File: src/shared/krrp_params.svh
// constants shared by the key scanner and its controller
`ifndef KRRP_PARAMS_SVH
`define KRRP_PARAMS_SVH

// clock: 200 MHz
`define KRRP_CLK_NS      5
// clk cycles per oscillator period T
`define KRRP_OSC_DIV     4'h8
// scan timing in oscillator periods T (288T, 615T, 1230T)
`define KRRP_SCAN_T      11'h120
`define KRRP_AGREE_T     11'h267
`define KRRP_RESCAN_T    11'h4CE
// reset pin low time and settle time after it, least 10 us each
`define KRRP_RST_NS      10000
`define KRRP_RST_CYC     ((`KRRP_RST_NS + `KRRP_CLK_NS - 1) / `KRRP_CLK_NS)
// serial clock half period in clk cycles
`define KRRP_SCK_HALF    4'h8
// frame addresses, arbitrary values
`define KRRP_ADDR_WR     8'hA5
`define KRRP_ADDR_RD     8'h5A
// frame layout in bits
`define KRRP_ADDR_BITS   6'h08
`define KRRP_CTRL_BITS   6'h0C
`define KRRP_KEY_BITS    6'h1E
`define KRRP_CTRL_W      12
`define KRRP_KEY_W       30
// control data fields
`define KRRP_PC_LSB      0
`define KRRP_KC_LSB      4
`define KRRP_KP1_BIT     10
`define KRRP_KP2_BIT     11
// controller register offsets
`define KRRP_REG_CTRL    8'h00
`define KRRP_REG_MODE    8'h04
`define KRRP_REG_KEYS    8'h08
`define KRRP_REG_STAT    8'h0C
`define KRRP_REG_MASK    8'h10
`define KRRP_REG_STATE   8'h14
// status bits and mode bits
`define KRRP_ST_KEY      0
`define KRRP_ST_CTRL     1
`define KRRP_ST_INV      2
`define KRRP_MD_IRQ      0
`define KRRP_MD_RUN      1
// controller poll period and rearm delay defaults, clk cycles
`define KRRP_POLL_DEF    16'h2AF8
`define KRRP_REARM_DEF   16'h2904

`endif

File: src/shared/krrp_pkg.sv
// types shared by the key scanner and its controller
`include "krrp_params.svh"
package krrp_pkg;
    typedef logic [5:0]  krrp_drv_t;
    typedef logic [4:0]  krrp_sense_t;
    typedef logic [7:0]  krrp_addr_t;
    typedef logic [31:0] krrp_word_t;

    typedef enum logic [1:0] {
        D_IDLE = 2'b00,
        D_SCAN = 2'b01,
        D_REQ  = 2'b10
    } krrp_dst_t;

    typedef enum logic [1:0] {
        H_BOOT = 2'b00,
        H_IDLE = 2'b01,
        H_XFER = 2'b10,
        H_GAP  = 2'b11
    } krrp_hst_t;
endpackage

File: src/shared/krrp_if.sv
// three-wire serial link with open-drain request line
`timescale 1ns/100ps
interface krrp_if;
    logic rst_pin_n;
    logic ce;
    logic sclk;
    logic di;
    logic do_o;
    logic do_oe;
    wire  req_line;

    // pull-up: line reads high unless the scanner pulls it down
    assign req_line = do_oe ? do_o : 1'b1;

    modport dev  (input rst_pin_n, input ce, input sclk, input di,
                  output do_o, output do_oe);
    modport host (output rst_pin_n, output ce, output sclk, output di,
                  input req_line);
endinterface

File: src/design/krrp_dev.sv
// key matrix scanner: reset, scan timing, request line, serial frames
//
// The implementer's own choices: the two frame address values, KRRP_ADDR_WR and KRRP_ADDR_RD.
`timescale 1ns/100ps
`include "krrp_params.svh"
module krrp_dev (
    input  wire logic              clk,
    input  wire logic              rst_n,
    krrp_if.dev                    bus,
    input  wire krrp_pkg::krrp_sense_t scan_sense_inputs,
    output krrp_pkg::krrp_drv_t        scan_drive_lines,
    output logic                   general_output_1
);
    import krrp_pkg::*;

    typedef struct packed {
        logic            rp1;
        logic            rp2;
        logic            ce1;
        logic            ce2;
        logic            ck1;
        logic            ck2;
        logic            di1;
        logic            di2;
        krrp_sense_t     k1;
        krrp_sense_t     k2;
        logic            ce_p;
        logic            ck_p;
        logic [11:0]     ctrl;
        logic            en;
        krrp_dst_t       st;
        logic            rnd;
        logic [3:0]      div;
        logic [10:0]     tcnt;
        logic [2:0]      row;
        logic [29:0]     acc;
        logic [29:0]     snap;
        logic [29:0]     keys;
        logic [5:0]      bcnt;
        logic [7:0]      addr;
        logic [29:0]     shf;
        logic            oe;
        krrp_drv_t       drv;
        logic            gp1;
    } krrp_dev_t;

    krrp_dev_t q;
    krrp_dev_t n;

    ////////////////////////////////////////////////////////////////////////
    always_comb begin
        logic       rise;
        logic       fall;
        logic       tick;
        logic       rd;
        logic       fin;
        krrp_drv_t  gen;
        krrp_drv_t  kc;
        logic [3:0] pc;
        logic [7:0] anew;
        rise = 1'b0;
        fall = 1'b0;
        tick = 1'b0;
        rd   = 1'b0;
        fin  = 1'b0;
        gen  = '0;
        kc   = '0;
        pc   = '0;
        anew = '0;
        n    = q;

        kc   = q.ctrl[`KRRP_KC_LSB +: 6];
        pc   = q.ctrl[`KRRP_PC_LSB +: 4];
        // shared pins turn general from the last line downwards
        gen[5] = q.ctrl[`KRRP_KP1_BIT] | q.ctrl[`KRRP_KP2_BIT];
        gen[4] = q.ctrl[`KRRP_KP2_BIT];
        gen[3] = q.ctrl[`KRRP_KP1_BIT] & q.ctrl[`KRRP_KP2_BIT];

        rise = q.ce2 & q.ck2 & ~q.ck_p;
        fall = q.ce2 & ~q.ck2 & q.ck_p;
        rd   = (q.addr == `KRRP_ADDR_RD);
        anew = {q.di2, q.addr[7:1]};

        // serial frame: lsb first, address then data
        if (rise) begin
            if (q.bcnt < `KRRP_ADDR_BITS) begin
                n.addr = anew;
            end else if (!rd) begin
                n.shf = {q.di2, q.shf[29:1]};
            end
            // key data loaded whether or not a request is pending
            if (q.bcnt == `KRRP_ADDR_BITS - 6'h01 &&
                anew == `KRRP_ADDR_RD) begin
                n.shf = q.keys;
            end
            if (q.bcnt != 6'h3F) begin
                n.bcnt = q.bcnt + 6'h01;
            end
        end

        // request line and read data share the open-drain pin
        if (q.ce2) begin
            if (fall && rd && q.bcnt >= `KRRP_ADDR_BITS) begin
                n.oe  = ~q.shf[0];
                n.shf = {1'b0, q.shf[29:1]};
            end else if (!rd || q.bcnt < `KRRP_ADDR_BITS) begin
                n.oe = 1'b0;
            end
        end else begin
            n.oe = (q.st == D_REQ);
        end

        // oscillator runs only while a scan is in progress
        if (q.st == D_SCAN) begin
            tick  = (q.div == `KRRP_OSC_DIV - 4'h1);
            n.div = tick ? 4'h0 : q.div + 4'h1;
        end else begin
            n.div = 4'h0;
        end

        case (q.st)
            D_IDLE: begin
                // a pressed key on a high line shows on the sense inputs
                if (q.en && |q.k2) begin
                    n.st   = D_SCAN;
                    n.tcnt = 11'h000;
                    n.row  = 3'h0;
                    n.rnd  = 1'b0;
                    n.acc  = '0;
                end
            end
            D_SCAN: begin
                if (tick) begin
                    for (int r = 0; r < 6; r++) begin
                        if (q.row == 3'(r)) begin
                            n.acc[r*5 +: 5] = (kc[r] & ~gen[r]) ?
                                              q.k2 : 5'h00;
                        end
                    end
                    n.row  = (q.row == 3'h5) ? 3'h0 : q.row + 3'h1;
                    n.tcnt = q.tcnt + 11'h001;
                    if (q.tcnt == `KRRP_SCAN_T - 11'h001 ||
                        (q.rnd && q.tcnt ==
                         `KRRP_AGREE_T + `KRRP_SCAN_T - 11'h001)) begin
                        n.snap = q.acc;
                    end
                    if (q.tcnt == `KRRP_AGREE_T - 11'h001) begin
                        if (q.acc == q.snap) begin
                            fin = 1'b1;
                        end else begin
                            n.rnd = 1'b1;
                        end
                    end
                    if (q.tcnt == `KRRP_RESCAN_T - 11'h001) begin
                        fin = 1'b1;
                    end
                end
                if (fin) begin
                    n.keys = q.acc;
                    // all keys released: back to standby with no request
                    n.st   = (|q.acc) ? D_REQ : D_IDLE;
                end
            end
            D_REQ: begin
                n.st = D_REQ;
            end
            default: begin
                n.st = D_IDLE;
            end
        endcase

        // frame end on falling chip enable
        if (!q.ce2 && q.ce_p) begin
            if (q.addr == `KRRP_ADDR_WR &&
                q.bcnt == `KRRP_ADDR_BITS + `KRRP_CTRL_BITS) begin
                n.ctrl = q.shf[`KRRP_KEY_W-1 -: `KRRP_CTRL_W];
                n.en   = 1'b1;
            end
            if (rd && q.st == D_REQ) begin
                n.st   = D_SCAN;
                n.oe   = 1'b0;
                n.tcnt = 11'h000;
                n.row  = 3'h0;
                n.rnd  = 1'b0;
                n.acc  = '0;
            end
            n.bcnt = 6'h00;
            n.addr = 8'h00;
        end

        // standby levels, scan row, or general data on shared pins
        for (int i = 0; i < 6; i++) begin
            if (gen[i]) begin
                // only lines 4..6 can turn general, so two bits index
                n.drv[i] = pc[2'(6 - i)];
            end else if (q.st == D_SCAN) begin
                n.drv[i] = kc[i] & (q.row == 3'(i));
            end else begin
                n.drv[i] = kc[i];
            end
        end
        n.gp1 = pc[0];

        // reset pin: everything to its initial state, clock stopped
        if (!q.rp2) begin
            n = '0;
        end

        n.rp1  = bus.rst_pin_n;
        n.rp2  = q.rp1;
        n.ce1  = bus.ce;
        n.ce2  = q.ce1;
        n.ck1  = bus.sclk;
        n.ck2  = q.ck1;
        n.di1  = bus.di;
        n.di2  = q.di1;
        n.k1   = scan_sense_inputs;
        n.k2   = q.k1;
        n.ce_p = q.ce2;
        n.ck_p = q.ck2;
    end

    ////////////////////////////////////////////////////////////////////////
    always_ff @(posedge clk or negedge rst_n) begin
        if (!rst_n) begin
            q <= '0;
        end else begin
            q <= n;
        end
    end

    assign scan_drive_lines = q.drv;
    assign general_output_1 = q.gp1;
    // open drain: only ever pulls low
    assign bus.do_o         = 1'b0;
    assign bus.do_oe        = q.oe;
endmodule

File: src/flat_wrapper.sv
// flat-port wrapper written by rule: the top's interface ports become plain ports
module krrp_dev_flat import krrp_pkg::*;
  (clk, rst_n, scan_sense_inputs, scan_drive_lines, general_output_1, bus_rst_pin_n, bus_ce, bus_sclk, bus_di, bus_do_o, bus_do_oe);
  krrp_if bus_i ();
  input  wire logic clk;
  input  wire logic rst_n;
  input  wire krrp_pkg::krrp_sense_t scan_sense_inputs;
  output krrp_pkg::krrp_drv_t scan_drive_lines;
  output logic general_output_1;
  input wire logic [$bits(bus_i.rst_pin_n)-1:0] bus_rst_pin_n;
  input wire logic [$bits(bus_i.ce)-1:0] bus_ce;
  input wire logic [$bits(bus_i.sclk)-1:0] bus_sclk;
  input wire logic [$bits(bus_i.di)-1:0] bus_di;
  output wire logic [$bits(bus_i.do_o)-1:0] bus_do_o;
  output wire logic [$bits(bus_i.do_oe)-1:0] bus_do_oe;
  assign bus_i.rst_pin_n = bus_rst_pin_n;
  assign bus_i.ce = bus_ce;
  assign bus_i.sclk = bus_sclk;
  assign bus_i.di = bus_di;
  assign bus_do_o = bus_i.do_o;
  assign bus_do_oe = bus_i.do_oe;
  krrp_dev u_core (.clk(clk), .rst_n(rst_n), .bus(bus_i), .scan_sense_inputs(scan_sense_inputs), .scan_drive_lines(scan_drive_lines), .general_output_1(general_output_1));
endmodule
File: config.mk
export PLATFORM = sky130hd
export DESIGN_NAME = krrp_dev_flat
export DESIGN_NICKNAME = d
export VERILOG_FILES = /design/src/shared/krrp_pkg.sv /design/src/shared/krrp_if.sv /design/src/design/krrp_dev.sv /design/src/flat_wrapper.sv
export VERILOG_INCLUDE_DIRS = /design/src /design/src/shared
export SDC_FILE = /design/constraint.sdc
export NUM_CORES = 1
export LEC_CHECK = 0
export BUFFER_PORTS_ARGS = -buffer_cell sky130_fd_sc_hd__clkbuf_2
export CAP_MARGIN = 30
export CORE_ASPECT_RATIO = 0.6
export CORE_MARGIN = 1.5
export CORE_UTILIZATION = 50
export CTS_CLUSTER_DIAMETER = 150
export DETAILED_ROUTE_END_ITERATION = 8
export HOLD_SLACK_MARGIN = 0.02
export PLACE_DENSITY = 0.79
export SLEW_MARGIN = 20
export SYNTH_ARGS = -nofsm -noshare
export SYNTH_HDL_FRONTEND = slang
export SYNTH_SLANG_ARGS = --single-unit
File: constraint.sdc
create_clock -name clk -period 2.31 [get_ports clk]
set_input_delay 0.3465 -clock clk [delete_from_list [all_inputs] [get_ports clk]]
set_output_delay 0.3465 -clock clk [all_outputs]
set_load 0.02 [all_outputs]
==> impl_metrics.py <==
metrics = {
    "floorplanning": {
        "fp.coreArea_mm2": 0.0190,
        "start_util_pct": 51.0,
        "dieArea_mm2": 0.0203,
        "core.rowCount": 39,
        "die_w_um": 183,
        "die_h_um": 111,
        "num_io_pins": 20,
    },
    "global_routing": {
        "grt-ovfl-total": 0,
        "grt.total_usage_pct": 26.9,
        "antenna_found_initial": 0,
        "first_global_vias": 7756,
        "grt_first_pass_wirelength_um": 42800,
        "grt_max_degree": 78,
    },
    "sta": {
        "slew_headroom_pct": 48.1,
        "fmax_mhz": 401,
        "worst_hold_slack_ns": 0.351,
        "worst-slew-pin-transition_ns": 0.773,
        "final_critical_path_setup_slack_ns": -0.183,
        "setup_viol": 33,
        "finalCriticalPeriod_ns": 2.49,
        "drv_slew": 0,
        "post-route-period-util_pct": 108,
        "rsz0062_at_grt": "yes",
        "final_hold_viol_count": 0,
        "finClkSkew_ns": 0.0123,
    },
    "clocking": {
        "cts.sinks": 194,
        "cts-root-buf": "clkbuf_16",
        "clockBufferDepth": 2,
        "numCtsBuffers": 17,
        "cts.clk_slew.worst_paths_ns": 0.07,
        "clk_latency_ns": 0.45,
        "htreeDepth": 4,
        "cts_tree": "yes",
    },
    "power_and_ir_drop": {
        "pwr-share-clk_pct": 44.7,
        "seqPwrFrac_pct": 51.9,
        "powerDensity_mw_per_mm2": 582,
        "ir_drop_uv": 637,
        "p_switching_w": 0.00161,
        "p_sw_share_pct": 24.3,
        "p_leak_nw": 5.08,
        "p_int_w": 0.00501,
        "power_w": 0.00662,
        "combinationalPowerShare_pct": 3.4,
    },
    "detailed_routing": {
        "wirelength_um": 27000,
        "drc": 0,
        "post_drt_wl_per_cell_um": 21.4,
        "vias": 8224,
        "drt-vias-per-instance": 6.54,
        "drtIter0Drc": 889,
        "ant_nets": 0,
        "drt_first_pass_iters": 5,
    },
    "hold_path": {
        "hp-class": "reg2reg",
    },
    "critical_path": {
        "path_cells": "or4_1 > or4_4 > or2_4 > or4b_4 > nand3_2",
        "cpLargestDelayFamily": "simple AND/OR/NAND/NOR gates",
        "critPathSlowestCell": "or4_4",
        "rrSetupSlack_ns": -0.18,
        "critPathMaxFanout": 8,
        "critical_path.max_stage_delay_ns": 0.57,
        "cp_data_arrival_time_ns": 2.87,
        "worstSetupStartpointType": "flop",
        "critPathBufInv": 0,
        "end_kind": "flop",
        "crit_type": "reg2reg",
        "critPathRequiredTime_ns": 2.69,
    },
    "logic_synthesis": {
        "avgSynthCellArea_um2": 10.2,
        "synthArstFlopShare_pct": 100,
        "ys_seq_elements": 194,
        "synth_warnings": 0,
        "ys.flop_type": "dfrtp_1",
        "syn_inst": 950,
        "ys_types": 61,
        "syn-num-nets": 968,
        "synth_area_mm2": 0.00971,
        "ys_seq_area_share_pct": 50.0,
        "synth-edff-count": 0,
    },
    "layout": {
        "post-route-util_pct": 59.7,
        "fin_nets": 1016,
        "syn2layout_area_growth_pct": 17.0,
        "n_antenna_cell": 0,
        "stdcell_count": 1257,
        "fin_area_mm2": 0.0114,
        "drive_gt1_share_pct": 16.7,
    },
    "outcome": {
        "status": "finished, violations left",
        "violations": "setup timing",
    },
    "flow_run": {
        "drv_cap": 0,
    },
    "placement": {
        "finalWeightedCongestion": 0.931,
        "hpwl_um": 17600,
        "port_buffers": 18,
        "dp_cells": 1212,
        "placed_area_mm2": 0.0106,
    },
}
==> cell type report <==
| type | instances | area, µm² |
|---|---|---|
| flip-flops and latches | 194 | 4860 |
| clock inverters | 14 | 146 |
| well taps | 246 | 308 |
| repair buffers | 114 | 995 |
| multi-input cells | 655 | 4570 |
| inverters | 16 | 60.1 |
| fillers | 1542 | 7670 |
| clock buffers | 18 | 429 |
==> synth_stat cells, drive strengths merged (6+ instances only) <==
cell type,number,area [µm²]
a211o,6,52.6
a21boi,32,240
a21oi,11,55.1
a22o,9,78.8
a22oi,35,263
a32oi,59,517
and2,35,219
buf,18,108
clkbuf,69,265
dfrtp,194,4850
ha,7,87.6
inv,16,60.1
mux2i,12,120
nand2,86,323
nand3,38,190
nand4,11,68.8
nor2,70,263
nor2b,13,81.3
nor3,12,60.1
nor4,15,93.8
o2111ai,29,254
o21ai,7,35.0
o22ai,9,56.3
o2bb2ai,20,175
or4b,29,290
xnor2,9,78.8
xor2,38,333
==> sequential cells by signal (all words and copies together), names as in the netlist <==
signal	cells
u_core.q	175
u_core.n	11
u_core.scan_drive_lines	6
u_core.bus.do_oe	1
u_core.general_output_1	1
==> repair_timing <==
action | CTS | global route
setup endpoints to repair | 30 | 51
hold buffers | 10 | 0
pin swaps | 0 | 6
hold endpoints to repair | 66 | 0
cloned | 0 | 2
gates resized for setup | 0 | 23
buffers inserted | 0 | 1
==> cells in the final DEF (no fill, tap or decap), drive strengths merged, types with 35 or more instances in the layout <==
cell type  count
buf           86
and2          35
a32oi         59
xor2          38
clkbuf        36
nand3         38
nand2         86
nor2          70
a22oi         35
dfrtp        194
==> per-stage QoR <==
| step | TNS [ns] | setup slack [ns] |
|---|---|---|
| 6_report | -4.52 | -0.183 |
| 3_5_place_dp | -0.211 | -0.0931 |
| 4_1_cts | -0.590 | -0.0846 |
| 5_1_grt | -5.72 | -0.197 |
| 2_1_floorplan | -1.47 | -0.0522 |
| 3_3_place_gp | -0.0597 | -0.0406 |
==> worst reg2reg max path: cells and delay by family, from the launching register on <==
family,cells,cell delay [ns]
flops,1,0.38
simple gates,5,2.06
==> power by group through the flow <==
| stage | registers [W] | clock network (W) | logic [W] |
|---|---|---|---|
| after detailed placement | 0.00350 | 0 | 0.000212 |
| after global placement | 0.00350 | 0 | 0.000209 |
| after CTS | 0.00343 | 0.00297 | 0.000226 |
| after floorplan | 0.00349 | 0 | 0.0000880 |
| final | 0.00343 | 0.00296 | 0.000226 |
| after global routing | 0.00344 | 0.00313 | 0.000249 |
==> path summary, 6_finish.rpt <==
| kind | from | to | cells past startpoint |
|---|---|---|---|
| setup reg to reg | u_core.q[149] | u_core.q[71] | 5 |
| hold / removal | u_core.n[178] | u_core.q[178] | 0 |
| hold reg to reg | u_core.n[178] | u_core.q[178] | 0 |
| min in group asynchronous | rst_n | u_core.q[39] | 2 |
| max in group asynchronous | rst_n | u_core.n[178] | 3 |
| setup / recovery | u_core.q[149] | u_core.q[71] | 5 |
==> kinds of logic (layout without fill, tap and decap cells) <==
logic type               Yosys count  after routing  synth area share (%)
AND/OR/NAND/NOR                  348            350                  19.5
AO/OA/AOI/OAI                    236            236                  19.4
flip-flops                       194            194                  50.0
buffers and inverters            103            162                  4.46
XOR/XNOR                          47             47                  4.24
multiplexers                      14             14                  1.47
adder cells (fa/ha/maj)            7              7                 0.902
other                              1              1                0.0386
==> layer usage <==
metal	GRT usage, %	share of wire, %	up-vias
li1	-	-	3638
met1	41.0	46	4095
met2	36.4	41	457
met3	9.69	12	34
met4	5.57	0.97	0
met5	0	0	-
No activity file was read; power rests on OpenSTA's default activity.
